File: config.mk
export PLATFORM = sky130hd
export DESIGN_NAME = scsc_switch_ctrl
export DESIGN_NICKNAME = d
export VERILOG_FILES = /design/src/core/scsc_pkg.sv /design/src/core/scsc_cfg_decode.sv /design/src/core/scsc_sh_timer.sv /design/src/core/scsc_switch_ctrl.sv
export SDC_FILE = /design/constraint.sdc
export NUM_CORES = 1
export LEC_CHECK = 0
export BUFFER_PORTS_ARGS = -buffer_cell sky130_fd_sc_hd__buf_2
export CAP_MARGIN = 20
export CORE_ASPECT_RATIO = 1.1
export CORE_MARGIN = 5
export CORE_UTILIZATION = 30
export CTS_CLUSTER_SIZE = 8
export DETAILED_ROUTE_END_ITERATION = 16
export PLACE_DENSITY = 0.6
export RECOVER_POWER = 100
export SYNTH_ARGS = -nofsm -noshare
export SYNTH_HDL_FRONTEND = slang
export SYNTH_SLANG_ARGS = --single-unit
File: constraint.sdc
create_clock -name pclk -period 3.84 [get_ports pclk]
set_input_delay 0.384 -clock pclk [delete_from_list [all_inputs] [get_ports pclk]]
set_output_delay 0.384 -clock pclk [all_outputs]
set_load 0.02 [all_outputs]
File: src/core/scsc_pkg.sv
// package: constants and types of the sense configuration switch control
package scsc_pkg;

	// ------------------------------------------------------------
	// clock and bus
	// ------------------------------------------------------------
	localparam int unsigned CLK_HZ  = 50_000_000;
	localparam int unsigned ADDR_W  = 12;
	localparam logic [11:0] OFS_CTRL   = 12'h000;
	localparam logic [11:0] OFS_STATUS = 12'h004;
	localparam logic [11:0] OFS_PERIOD = 12'h008;
	localparam logic [11:0] OFS_WIDTH  = 12'h00C;

	// ------------------------------------------------------------
	// control register fields and reset values
	// ------------------------------------------------------------
	localparam int unsigned CB_BEMF = 0;
	localparam int unsigned CB_METH = 1;
	localparam int unsigned CB_CSSH = 2;
	localparam int unsigned CB_EMSH = 3;
	localparam int unsigned CB_CMP  = 4;
	localparam int unsigned CB_EXTN = 5;
	localparam int unsigned CTRL_W  = 6;
	localparam logic [5:0]  CTRL_RST = 6'h00;

	// status layout: config, interface mode, fixed switch set
	localparam int unsigned SB_CFG    = 0;
	localparam int unsigned SB_SERIAL = 4;
	localparam int unsigned SB_FIX    = 8;

	// ------------------------------------------------------------
	// sample/hold timing
	// ------------------------------------------------------------
	localparam int unsigned SH_PERIOD_NS = 1000;
	localparam int unsigned SH_WIDTH_NS  = 200;
	localparam int unsigned SH_PERIOD_CY = SH_PERIOD_NS * (CLK_HZ / 1_000_000) / 1000;
	localparam int unsigned SH_WIDTH_CY  = (SH_WIDTH_NS * (CLK_HZ / 1_000_000) + 999) / 1000;
	localparam logic [15:0] PERIOD_RST   = 16'(SH_PERIOD_CY);
	localparam logic [15:0] WIDTH_RST    = 16'(SH_WIDTH_CY);

	// ------------------------------------------------------------
	// configurations, select codes, straps
	// ------------------------------------------------------------
	typedef enum logic [3:0] {
		CFG_NONE = 4'h0, CFG_1 = 4'h1, CFG_2 = 4'h2, CFG_3 = 4'h3, CFG_4 = 4'h4,
		CFG_5 = 4'h5, CFG_6 = 4'h6, CFG_7 = 4'h7, CFG_8 = 4'h8, CFG_9 = 4'h9
	} scsc_cfg_t;

	// two-pin select: 00 first, 01 second, 1x third
	localparam logic [1:0] SEL_FIRST  = 2'h0;
	localparam logic [1:0] SEL_SECOND = 2'h1;
	localparam logic [1:0] STRAP_CFG6 = 2'h0;
	localparam logic [1:0] STRAP_CFG7 = 2'h1;
	localparam logic [1:0] STRAP_CFG4 = 2'h2;

	// fixed switch set: 0 aux amps on emf, 1 phase c amp on emf, 2 phase b
	// negative on phase a sense, 3 phase c amp on shunt, 4 on-resistance
	// path, 5 comparator out, 6 current hold path, 7 emf hold path
	localparam logic [7:0] FIX_T [0:9] = '{
		8'h00, 8'hC7, 8'h47, 8'h87, 8'h07, 8'h48, 8'h08, 8'h10, 8'h13, 8'hE3
	};

endpackage : scsc_pkg

File: src/core/scsc_cfg_decode.sv
// module: picks the sensing configuration from control bits or straps
`timescale 1ns/1ps
module scsc_cfg_decode (
	input  wire logic              serial_mode,
	input  wire logic [5:0]        ctrl_bits,
	input  wire logic [1:0]        strap_code,
	output scsc_pkg::scsc_cfg_t    cfg
);
	import scsc_pkg::*;

	// ------------------------------------------------------------
	// field split
	// ------------------------------------------------------------
	wire logic bemf = ctrl_bits[CB_BEMF];
	wire logic meth = ctrl_bits[CB_METH];
	wire logic cssh = ctrl_bits[CB_CSSH];
	wire logic emsh = ctrl_bits[CB_EMSH];
	wire logic cmp  = ctrl_bits[CB_CMP];

	// ------------------------------------------------------------
	// serial decode; the comparator mode wins over every other bit
	// ------------------------------------------------------------
	wire scsc_cfg_t emf_shunt = cssh ? (emsh ? CFG_1 : CFG_2)
	                                 : (emsh ? CFG_3 : CFG_4);
	wire scsc_cfg_t cur_shunt = cssh ? CFG_5 : CFG_6;
	// on-resistance with current hold is not a supported pair
	wire scsc_cfg_t cur_rds   = cssh ? CFG_NONE : CFG_7;
	wire scsc_cfg_t ser_cfg   = cmp ? CFG_9 :
	                            bemf ? (meth ? CFG_8 : emf_shunt) :
	                            (meth ? cur_rds : cur_shunt);

	// straps reach only the continuous configurations
	wire scsc_cfg_t hw_cfg = (strap_code == STRAP_CFG6) ? CFG_6 :
	                         (strap_code == STRAP_CFG7) ? CFG_7 :
	                         (strap_code == STRAP_CFG4) ? CFG_4 : CFG_8;

	assign cfg = serial_mode ? ser_cfg : hw_cfg;

endmodule : scsc_cfg_decode

File: src/core/scsc_sh_timer.sv
// module: periodic sample window for the sample/hold switches
`timescale 1ns/1ps
module scsc_sh_timer #(
	parameter int unsigned CNT_W = 16
) (
	input  wire logic             pclk,
	input  wire logic             presetn,
	input  wire logic             ce,
	input  wire logic             run,
	input  wire logic [CNT_W-1:0] period,
	input  wire logic [CNT_W-1:0] width,
	output logic                  sample
);
	import scsc_pkg::*;

	// ------------------------------------------------------------
	// counter
	// ------------------------------------------------------------
	if (CNT_W < 2) begin : g_chk
		$error("scsc_sh_timer: CNT_W below 2");
	end

	logic [CNT_W-1:0] cnt_reg;
	logic             sample_reg;
	// a period of zero or one still wraps, the count then stays at zero and the window stays open for any nonzero width
	wire logic              wrap     = (cnt_reg + 1'b1 >= period);
	wire logic [CNT_W-1:0]  cnt_next = (!run || wrap) ? '0 : cnt_reg + 1'b1;
	wire logic              win      = run && (cnt_reg < width);

	// counter clears to zero and window closes while no hold path is enabled
	always_ff @(posedge pclk or negedge presetn) begin
		if (!presetn) begin
			cnt_reg    <= '0;
			sample_reg <= 1'b0;
		end else if (ce) begin
			cnt_reg    <= cnt_next;
			sample_reg <= win;
		end
	end

	assign sample = sample_reg;

endmodule : scsc_sh_timer

File: src/core/scsc_switch_ctrl.sv
// module: top of the current and back-emf sense switch control
//
// Overview of operation
// - config 1: emf, shunt, both holds
// - config 2: emf, shunt, current hold
// - config 3: emf, shunt, emf hold
// - config 4: emf, shunt, continuous, strap or serial
// - config 5: three shunts, all held, muxed
// - config 6: three shunts, continuous
// - config 7: low-side sensing while transistor on
// - config 8: emf plus two-phase on-resistance
// - config 9: comparator mode, emf and phase a
// - phase pins enable exactly one phase switch in emf configs
// - external or virtual neutral, never both
// - config 1 output pins pick one held signal
// - config 2 picks continuous emf or held currents
// - held emf feeds the emf output switch, except in config 9
// - hold switches follow enabled hold paths
// - emf configs limit shunt sensing to a,b
// - phase b negative joins phase a sense in configs 1 to 4
// - fixed switches steady through a configuration
`timescale 1ns/1ps
module scsc_switch_ctrl #(
	parameter int unsigned TIMER_W = 16
) (
	input  wire logic                       pclk,
	input  wire logic                       presetn,
	input  wire logic                       ce,
	input  wire logic                       psel,
	input  wire logic                       penable,
	input  wire logic                       pwrite,
	input  wire logic [scsc_pkg::ADDR_W-1:0] paddr,
	input  wire logic [31:0]                pwdata,
	input  wire logic [3:0]                 pstrb,
	output logic      [31:0]                prdata,
	output logic                            pready,
	output logic                            pslverr,
	input  wire logic                       deadtime_interface_strap_pin,
	input  wire logic [1:0]                 mode_strap_serial_out_pin,
	input  wire logic                       phase_select_pin_1,
	input  wire logic                       phase_select_pin_2,
	input  wire logic                       output_select_pin_1,
	input  wire logic                       output_select_pin_0,
	input  wire logic [2:0]                 low_side_on,
	output logic                            sw_select_phase_a,
	output logic                            sw_select_phase_b,
	output logic                            sw_select_phase_c,
	output logic                            sw_external_neutral,
	output logic                            sw_virtual_neutral,
	output logic                            sw_out_emf,
	output logic                            sw_out_current_b,
	output logic                            sw_out_current_a,
	output logic                            sample_hold_switch_x,
	output logic                            sample_hold_switch_y,
	output logic                            sample_hold_switch_z,
	output logic      [2:0]                 sw_low_side,
	output logic      [7:0]                 fixed_switch_set,
	output logic      [3:0]                 active_config
);
	import scsc_pkg::*;

	// ------------------------------------------------------------
	// parameter check
	// ------------------------------------------------------------
	if (TIMER_W < 8 || TIMER_W > 16) begin : g_chk
		$error("scsc_switch_ctrl: TIMER_W must be 8 to 16");
	end

	// ------------------------------------------------------------
	// register state
	// ------------------------------------------------------------
	logic [CTRL_W-1:0]  ctrl_reg;
	logic [TIMER_W-1:0] period_reg;
	logic [TIMER_W-1:0] width_reg;
	logic               serial_reg;
	logic [1:0]         strap_reg;
	logic               strap_done_reg;
	logic               pready_reg;
	logic               pslverr_reg;
	logic [31:0]        prdata_reg;
	logic [15:0]        sw_reg;
	logic [7:0]         fix_reg;
	scsc_cfg_t          cfg_reg;

	// ------------------------------------------------------------
	// apb decode
	// ------------------------------------------------------------
	// one wait state: pready rises in the second access cycle
	wire logic acc     = psel && penable && !pready_reg;
	wire logic fire    = psel && penable && pready_reg;
	wire logic hit_c   = (paddr == OFS_CTRL);
	wire logic hit_s   = (paddr == OFS_STATUS);
	wire logic hit_p   = (paddr == OFS_PERIOD);
	wire logic hit_w   = (paddr == OFS_WIDTH);
	wire logic mapped  = hit_c || hit_s || hit_p || hit_w;
	wire logic wr      = fire && pwrite && ce;
	wire logic [31:0] bmask = {{8{pstrb[3]}}, {8{pstrb[2]}}, {8{pstrb[1]}}, {8{pstrb[0]}}};
	wire logic [31:0] ctrl_wide = {{(32 - CTRL_W){1'b0}}, ctrl_reg};
	wire logic [31:0] per_wide  = {{(32 - TIMER_W){1'b0}}, period_reg};
	wire logic [31:0] wid_wide  = {{(32 - TIMER_W){1'b0}}, width_reg};
	wire logic [31:0] ctrl_m    = (ctrl_wide & ~bmask) | (pwdata & bmask);
	wire logic [31:0] per_m     = (per_wide & ~bmask) | (pwdata & bmask);
	wire logic [31:0] wid_m     = (wid_wide & ~bmask) | (pwdata & bmask);
	wire logic [CTRL_W-1:0]  ctrl_next   = (wr && hit_c) ? ctrl_m[CTRL_W-1:0] : ctrl_reg;
	wire logic [TIMER_W-1:0] period_next = (wr && hit_p) ? per_m[TIMER_W-1:0] : period_reg;
	wire logic [TIMER_W-1:0] width_next  = (wr && hit_w) ? wid_m[TIMER_W-1:0] : width_reg;

	// status shows the block's own state, reserved bits read zero
	wire logic [31:0] status_word = {16'h0000, fix_reg, 3'h0, serial_reg, cfg_reg};
	wire logic [31:0] rd_mux = hit_c ? ctrl_wide : hit_s ? status_word :
	                           hit_p ? per_wide : hit_w ? wid_wide : 32'h0000_0000;

	// bus registers; the clock enable also stalls the bus
	always_ff @(posedge pclk or negedge presetn) begin
		if (!presetn) begin
			pready_reg  <= 1'b0;
			pslverr_reg <= 1'b0;
			prdata_reg  <= 32'h0000_0000;
		end else if (ce) begin
			pready_reg  <= acc;
			pslverr_reg <= acc && !mapped;
			prdata_reg  <= (acc && !pwrite) ? rd_mux : 32'h0000_0000;
		end
	end

	// software registers
	always_ff @(posedge pclk or negedge presetn) begin
		if (!presetn) begin
			ctrl_reg   <= CTRL_RST;
			period_reg <= PERIOD_RST[TIMER_W-1:0];
			width_reg  <= WIDTH_RST[TIMER_W-1:0];
		end else if (ce) begin
			ctrl_reg   <= ctrl_next;
			period_reg <= period_next;
			width_reg  <= width_next;
		end
	end

	// ------------------------------------------------------------
	// strap capture
	// ------------------------------------------------------------
	// straps are caught on the first enabled edge after reset, never
	// under the reset itself; serial mode is the default until then
	always_ff @(posedge pclk or negedge presetn) begin
		if (!presetn) begin
			serial_reg     <= 1'b1;
			strap_reg      <= STRAP_CFG6;
			strap_done_reg <= 1'b0;
		end else if (ce && !strap_done_reg) begin
			serial_reg     <= deadtime_interface_strap_pin;
			strap_reg      <= mode_strap_serial_out_pin;
			strap_done_reg <= 1'b1;
		end
	end

	// ------------------------------------------------------------
	// configuration and hold timing
	// ------------------------------------------------------------
	scsc_cfg_t cfg;
	logic      sample;

	scsc_cfg_decode u_decode (
		.serial_mode (serial_reg),
		.ctrl_bits   (ctrl_reg),
		.strap_code  (strap_reg),
		.cfg         (cfg)
	);

	// configuration class wires
	wire logic emf_cfg  = (cfg == CFG_1) || (cfg == CFG_2) || (cfg == CFG_3) ||
	                      (cfg == CFG_4) || (cfg == CFG_8) || (cfg == CFG_9);
	wire logic mux_cfg  = (cfg == CFG_1) || (cfg == CFG_2) || (cfg == CFG_3) ||
	                      (cfg == CFG_5);
	wire logic hold_x   = (cfg == CFG_1) || (cfg == CFG_3) || (cfg == CFG_5) ||
	                      (cfg == CFG_9);
	wire logic hold_yz  = (cfg == CFG_1) || (cfg == CFG_2) || (cfg == CFG_5);
	wire logic hold_z   = hold_yz || (cfg == CFG_9);

	scsc_sh_timer #(
		.CNT_W (TIMER_W)
	) u_timer (
		.pclk    (pclk),
		.presetn (presetn),
		.ce      (ce),
		.run     (hold_x || hold_z),
		.period  (period_reg),
		.width   (width_reg),
		.sample  (sample)
	);

	// ------------------------------------------------------------
	// dynamic switch selection
	// ------------------------------------------------------------
	wire logic [1:0] ph_code  = {phase_select_pin_2, phase_select_pin_1};
	wire logic [1:0] out_code = {output_select_pin_1, output_select_pin_0};
	// third code covers both upper values so one switch is always picked
	wire logic ph_a  = emf_cfg && (ph_code == SEL_FIRST);
	wire logic ph_b  = emf_cfg && (ph_code == SEL_SECOND);
	wire logic ph_c  = emf_cfg && ph_code[1];
	wire logic n_ext = emf_cfg && ctrl_reg[CB_EXTN];
	wire logic n_vir = emf_cfg && !ctrl_reg[CB_EXTN];
	wire logic o_a   = mux_cfg && (out_code == SEL_FIRST);
	wire logic o_b   = mux_cfg && (out_code == SEL_SECOND);
	wire logic o_emf = mux_cfg && out_code[1];
	wire logic sh_x  = hold_x && sample;
	wire logic sh_y  = hold_yz && sample;
	wire logic sh_z  = hold_z && sample;
	// each low side senses only while its transistor conducts; the
	// phase c path is given to the emf chain in config 8
	wire logic [2:0] ls_next = (cfg == CFG_7) ? low_side_on :
	                           (cfg == CFG_8) ? {1'b0, low_side_on[1:0]} : 3'b000;
	// unsupported bits land on CFG_NONE and every term above goes low
	wire logic [15:0] sw_next = {2'b00, ls_next, sh_z, sh_y, sh_x, o_a, o_b, o_emf,
	                             n_vir, n_ext, ph_c, ph_b, ph_a};

	// switch outputs and fixed set register together with the config
	always_ff @(posedge pclk or negedge presetn) begin
		if (!presetn) begin
			sw_reg  <= 16'h0000;
			fix_reg <= 8'h00;
			cfg_reg <= CFG_NONE;
		end else if (ce) begin
			sw_reg  <= sw_next;
			fix_reg <= FIX_T[cfg];
			cfg_reg <= cfg;
		end
	end

	// ------------------------------------------------------------
	// outputs
	// ------------------------------------------------------------
	assign prdata               = prdata_reg;
	assign pready               = pready_reg;
	assign pslverr              = pslverr_reg;
	assign sw_select_phase_a    = sw_reg[0];
	assign sw_select_phase_b    = sw_reg[1];
	assign sw_select_phase_c    = sw_reg[2];
	assign sw_external_neutral  = sw_reg[3];
	assign sw_virtual_neutral   = sw_reg[4];
	assign sw_out_emf           = sw_reg[5];
	assign sw_out_current_b     = sw_reg[6];
	assign sw_out_current_a     = sw_reg[7];
	assign sample_hold_switch_x = sw_reg[8];
	assign sample_hold_switch_y = sw_reg[9];
	assign sample_hold_switch_z = sw_reg[10];
	assign sw_low_side          = sw_reg[13:11];
	assign fixed_switch_set     = fix_reg;
	assign active_config        = cfg_reg;

	wire logic q_emf = (cfg_reg == CFG_1) || (cfg_reg == CFG_2) || (cfg_reg == CFG_3) ||
	                   (cfg_reg == CFG_4) || (cfg_reg == CFG_8) || (cfg_reg == CFG_9);
	wire logic [2:0] q_out = sw_reg[7:5];
	wire logic q_mux = (cfg_reg == CFG_1) || (cfg_reg == CFG_2) || (cfg_reg == CFG_3) ||
	                   (cfg_reg == CFG_5);
endmodule : scsc_switch_ctrl

Word-level counts from Yosys, hierarchy flattened
Memories as Yosys holds them, arrays and structs flattened. A register that Yosys moved wholly into a read port is not among the register bits.
Cells that the tools add are included.
- add/subtract/negate cells: 1
- $lt $le $gt $ge: 2
- eq/ne operators: 15
- mux-type cells: 21
- bitwise logic cells: 9
- reduce and logical (&&, ||, !) cells: 53
- operator list (cell ; number):
    two-way mux 16 bit ; 6
    AND 16 bit ; 3
    two-way mux 4 bit ; 9
    OR 16 bit ; 2
    == test 12 x 4 -> 1 bit, second input constant ; 2
    logical AND 1 bit ; 23
    adder 16 x 1 -> 16 bit, second input constant ; 1
    greater-or-equal comparator 16 bit ; 1
    logical OR 1 bit ; 16
    < comparator 16 bit ; 1
    NOT 16 bit ; 1
    == test 12 x 3 -> 1 bit, second input constant ; 1
    == test 4 x 3 -> 1 bit, second input constant ; 3
    zero test 12 bit ; 1
    two-way mux 3 bit ; 3
    == test 4 x 2 -> 1 bit, second input constant ; 2
    == test 4 bit, second input constant ; 2
    zero test 1 bit ; 7
    AND 6 bit ; 1
    == test 2 x 1 -> 1 bit, second input constant ; 3
    zero test 2 bit ; 3
    two-way mux 2 bit ; 3
    OR 6 bit ; 1
    AND reduction 2 bit ; 3
    3 further kinds ; 3
- register bits after elaboration: 111
- memory bits (read-only): 128
- bits of input ports: 64
- output and inout port bits: 60
- word-level logic and storage cells: 115
- memories kept: 1
- memory list (memory ; words ; bits a word ; rd ports ; clocked after memory_dff ; wr ports ; line ; text):
    (name not given) ; 16 ; 8 ; 1 ; 1 ; 0 ; scsc_switch_ctrl.sv:224 ; fix_reg <= FIX_T[cfg];

Depth between registers and ports, before layout
- depth in word-level cells: 14
- depth in mapped cells: 13

Hierarchy
A second synthesis with hierarchy kept.
- cells, all modules: 544
- area, all modules: 5825.6 um2
- modules (own cells, without submodules) (module ; instances ; cells each ; area an instance (um2)):
    scsc_switch_ctrl ; 1 ; 331 ; 3976.3
    scsc_sh_timer ; 1 ; 192 ; 1700.4
    scsc_cfg_decode ; 1 ; 21 ; 148.9

Worst setup path after synthesis
OpenSTA, ideal clock, no wires.
- path kind: register -> register
- start: register u_timer.cnt_reg[2]
- end: register u_timer.cnt_reg[0]
- setup time: 0.133 ns
- arrival time: 2.521 ns
- required time: 3.707 ns
- slack: 1.186 ns
- stages on the path, launching flop included: 13
- path buffers: 2
- period minus slack after synthesis: 2.654 ns
- path through: dfrtp_1 > buf_2 > and4_1 > nand2_1 > nor4_1 > xnor2_1 > inv_1 > ha_1 > and4_1 > nand2_1 > a21oi_1 > clkbuf_1 > o31ai_1
- word-level cells in the longest chain between the ends: 4
- ends and longest elaborated chain (element ; line ; text):
    from (decl) ; scsc_sh_timer.sv:23 ; logic [CNT_W-1:0] cnt_reg;
    from (signal assigned) ; scsc_sh_timer.sv:36 ; cnt_reg <= cnt_next;
    adder 16 x 1 -> 16 bit ; scsc_sh_timer.sv:26 ; wire logic wrap = (cnt_reg + 1'b1 >= period);
    greater-or-equal comparator 16 bit ; scsc_sh_timer.sv:26 ;
    logical OR 1 bit ; scsc_sh_timer.sv:27 ; wire logic [CNT_W-1:0] cnt_next = (!run || wrap) ? '0 : cnt_reg + 1'b1;
    two-way mux 16 bit ; scsc_sh_timer.sv:27 ;
No other way between the ends.
A chain may end at the register's enable or synchronous reset.

Final worst setup path
- start: input ce
- end: register strap_reg[0]
- word-level cells in the longest chain between the ends: 1
- ends and longest elaborated chain (element ; line ; text):
    from (decl) ; scsc_switch_ctrl.sv:28 ; input wire logic ce,
    logical AND 1 bit ; scsc_switch_ctrl.sv:149 ; end else if (ce && !strap_done_reg) begin
    to (signal assigned) ; scsc_switch_ctrl.sv:151 ; strap_reg <= mode_strap_serial_out_pin;
    to (decl) ; scsc_switch_ctrl.sv:76 ; logic [1:0] strap_reg;
No other way between the ends.

==> flow_summary.json <==
{
  "power_frac_clock": 0.383,
  "async_flop_share": 1.00,
  "post-route-period-util": 0.852,
  "yosysSeqAreaShare": 0.431,
  "synth_edf_count": 0,
  "initial_core_util": 0.302,
  "drtPass1Iterations": 5,
  "synth-main-ff-cell": "dfrtp_1",
  "grt_pass1_vias": 4450,
  "core_um2": 19700,
  "share_seq_of_total_power": 0.493,
  "start_kind": "input port",
  "drc": 0,
  "skew_ps": 6.28,
  "fmax_mhz": 306,
  "nets": 764,
  "crit_required_ps": 4080,
  "antenna_found_initial": 0,
  "dp_hpwl_um": 11700,
  "syn2layout_area_growth_pct": 13.5,
  "worstHoldPathType": "input port to register",
  "drv_cap": 1,
  "vias": 4557,
  "switchingPower_mw": 0.645,
  "vias_per_cell": 4.97,
  "hold_buffers": 0,
  "drive_gt1_frac": 0.188,
  "wl_um": 15400,
  "path_max_fanout": 48,
  "min_period_ps": 3270,
  "swShare": 0.279,
  "clk_pin_slew_ps": 70,
  "drv_slew": 52,
  "num_antenna_cells": 0,
  "grt_pass1_wl_um": 24700,
  "routedWlPerCell_um": 16.8,
  "whs_ps": 232,
  "path_class": "input port to register",
  "cts_resized": 0,
  "setup_tns_ps": 0,
  "relSlewSlack": -0.843,
  "filler_cell_count": 2050,
  "worst_pin_slew_ps": 2770,
  "p_comb_frac": 0.123,
  "setup_viol": 0,
  "rsz0062_at_grt": "no",
  "post_cts_buffers": 0,
  "grt.total_usage": 0.140,
  "yosysWarnings": 0,
  "synth_area_um2": 5940,
  "critPathArrivalTime_ps": 3510,
  "end_kind": "register",
  "synthTopCellsByCount": "96 x dfrtp_1, 61 x inv_1, 53 x nand2_1",
  "htree_levels": 3,
  "final_area_um2": 6740,
  "vdd.ir_drop.worst_mv": 0.260,
  "status": "complete, but fails checks",
  "synth_top_area_frac": 0.404,
  "insertion_delay_ps": 360,
  "cts_inserted_buffers": 9,
  "yosysUniqueCellTypes": 68,
  "drt_iter0_drc": 293,
  "cts-root-buf": "clkbuf_16",
  "dieArea_um2": 22700,
  "finalHoldViolations": 0,
  "io_pins": 124,
  "ys_ff_latch": 102,
  "grt_max_degree": 52,
  "power_density_nw_per_um2": 343,
  "violations": "max-capacitance violations, max-slew violations",
  "cts_tree": "done",
  "yosysMostFrequentCell": "dfrtp_1",
  "leakagePower_nw": 3.07,
  "syn_inst": 569,
  "rows": 54,
  "fp.dieH_um": 158,
  "ant_nets": 0,
  "synth_area_leaders": "dfrtp_1 40%, ha_1 8.6%, mux2_2 7.6%",
  "syn_avg_cell_area_um2": 10.4,
  "yosys.area.top_type": "dfrtp_1",
  "portBuffers": 89,
  "cts_num_sinks": 102,
  "gp_congestion": 0.844,
  "p_int_mw": 1.67,
  "postPlaceCellArea_um2": 6620,
  "gr-total-overflow": 0,
  "multi_input_area_um2": 2920,
  "die_w_um": 144,
  "clock_path_buffers": 2,
  "seqCellArea_um2": 2560
}
==> per-layer routing <==
layer / share of wire / track usage / wire length (um)
met5: 0 / 0 / 0
met4: 0.013 / 0.0320 / 202
met3: 0.057 / 0.0356 / 882
met2: 0.45 / 0.213 / 6930
met1: 0.48 / 0.201 / 7370
==> power by group through the flow <==
stage                     Sequential, mW  Combinational, mW  Clock (mW)
final                               1.14              0.286       0.888
after global routing                1.15              0.315       0.949
after CTS                           1.14              0.302       0.915
after detailed placement            1.16              0.302           0
after global placement              1.16              0.301           0
after floorplan                     1.19              0.152           0
==> cell type report <==
type | count | share of cell area
Clock buffer | 13 | 0.0386
Clock inverter | 3 | 0.00278
Inverter | 61 | 0.0340
Multi-Input combinational cell | 387 | 0.432
Sequential cell | 102 | 0.380
Tap cell | 252 | 0.0468
Timing Repair Buffer | 98 | 0.0659
==> through the flow <==
stage	total power [mW]	cells	utilization	worst slack [ps]
after CTS	2.36	916	0.351	742
after floorplan	1.34	584	-	1190
after global placement	1.46	900	0.337	772
final	2.32	916	0.343	569
after detailed placement	1.46	900	0.337	739
after global routing	2.41	916	0.343	258
==> placed cells by master (no fill, tap or decap), types with 7 or more instances in the layout <==
cell,instances
dfrtp_1,96
inv_1,61
nand2_1,53
clkbuf_1,49
buf_2,43
ha_1,41
mux2_2,40
nor2_1,35
a21oi_1,22
o2bb2ai_1,16
conb_1,16
nand3_1,15
o21ai_0,14
nand4_1,13
mux2i_1,12
clkbuf_16,9
o31ai_1,8
o32ai_1,8
xor2_1,7
xnor2_1,7
==> worst paths after layout <==
kind                                       startpoint                               to  slack (ps)  cells after the start
max                                                ce         strap_reg[0]$_DFFE_PN0P_         570                      6
min                                phase_select_pin_1            sw_reg[0]$_DFFE_PN0P_         230                      2
max reg2reg                    serial_reg$_DFFE_PN1P_  u_timer.cnt_reg[14]$_DFFE_PN0P_         570                     10
min reg2reg                strap_done_reg$_DFFE_PN0P_       strap_done_reg$_DFFE_PN0P_         470                      1
max in group asynchronous                     presetn            prdata[9]$_DFFE_PN0P_        1000                      2
min in group asynchronous                     presetn       strap_done_reg$_DFFE_PN0P_         910                      1
==> logic make-up (layout without fill, tap and decap cells) <==
family                   count (synthesis)  count (layout)  synth area share
adder cells (fa/ha/maj)                 41              41            0.0864
AO/OA/AOI/OAI                          106             106             0.129
buffers and inverters                   95             175            0.0731
flip-flops                             102             102             0.431
XOR/XNOR                                14              14            0.0206
other                                    1              16          0.000631
AND/OR/NAND/NOR                        153             153             0.147
multiplexers                            57              57             0.112
==> critical path: stages <==
cell and delay, ps:
clkbuf_1 380, clkbuf_1 1040, inv_1 170, clkbuf_2 690
nor2_1 450, mux2_2 370
Power figures use the tool's default switching activity.
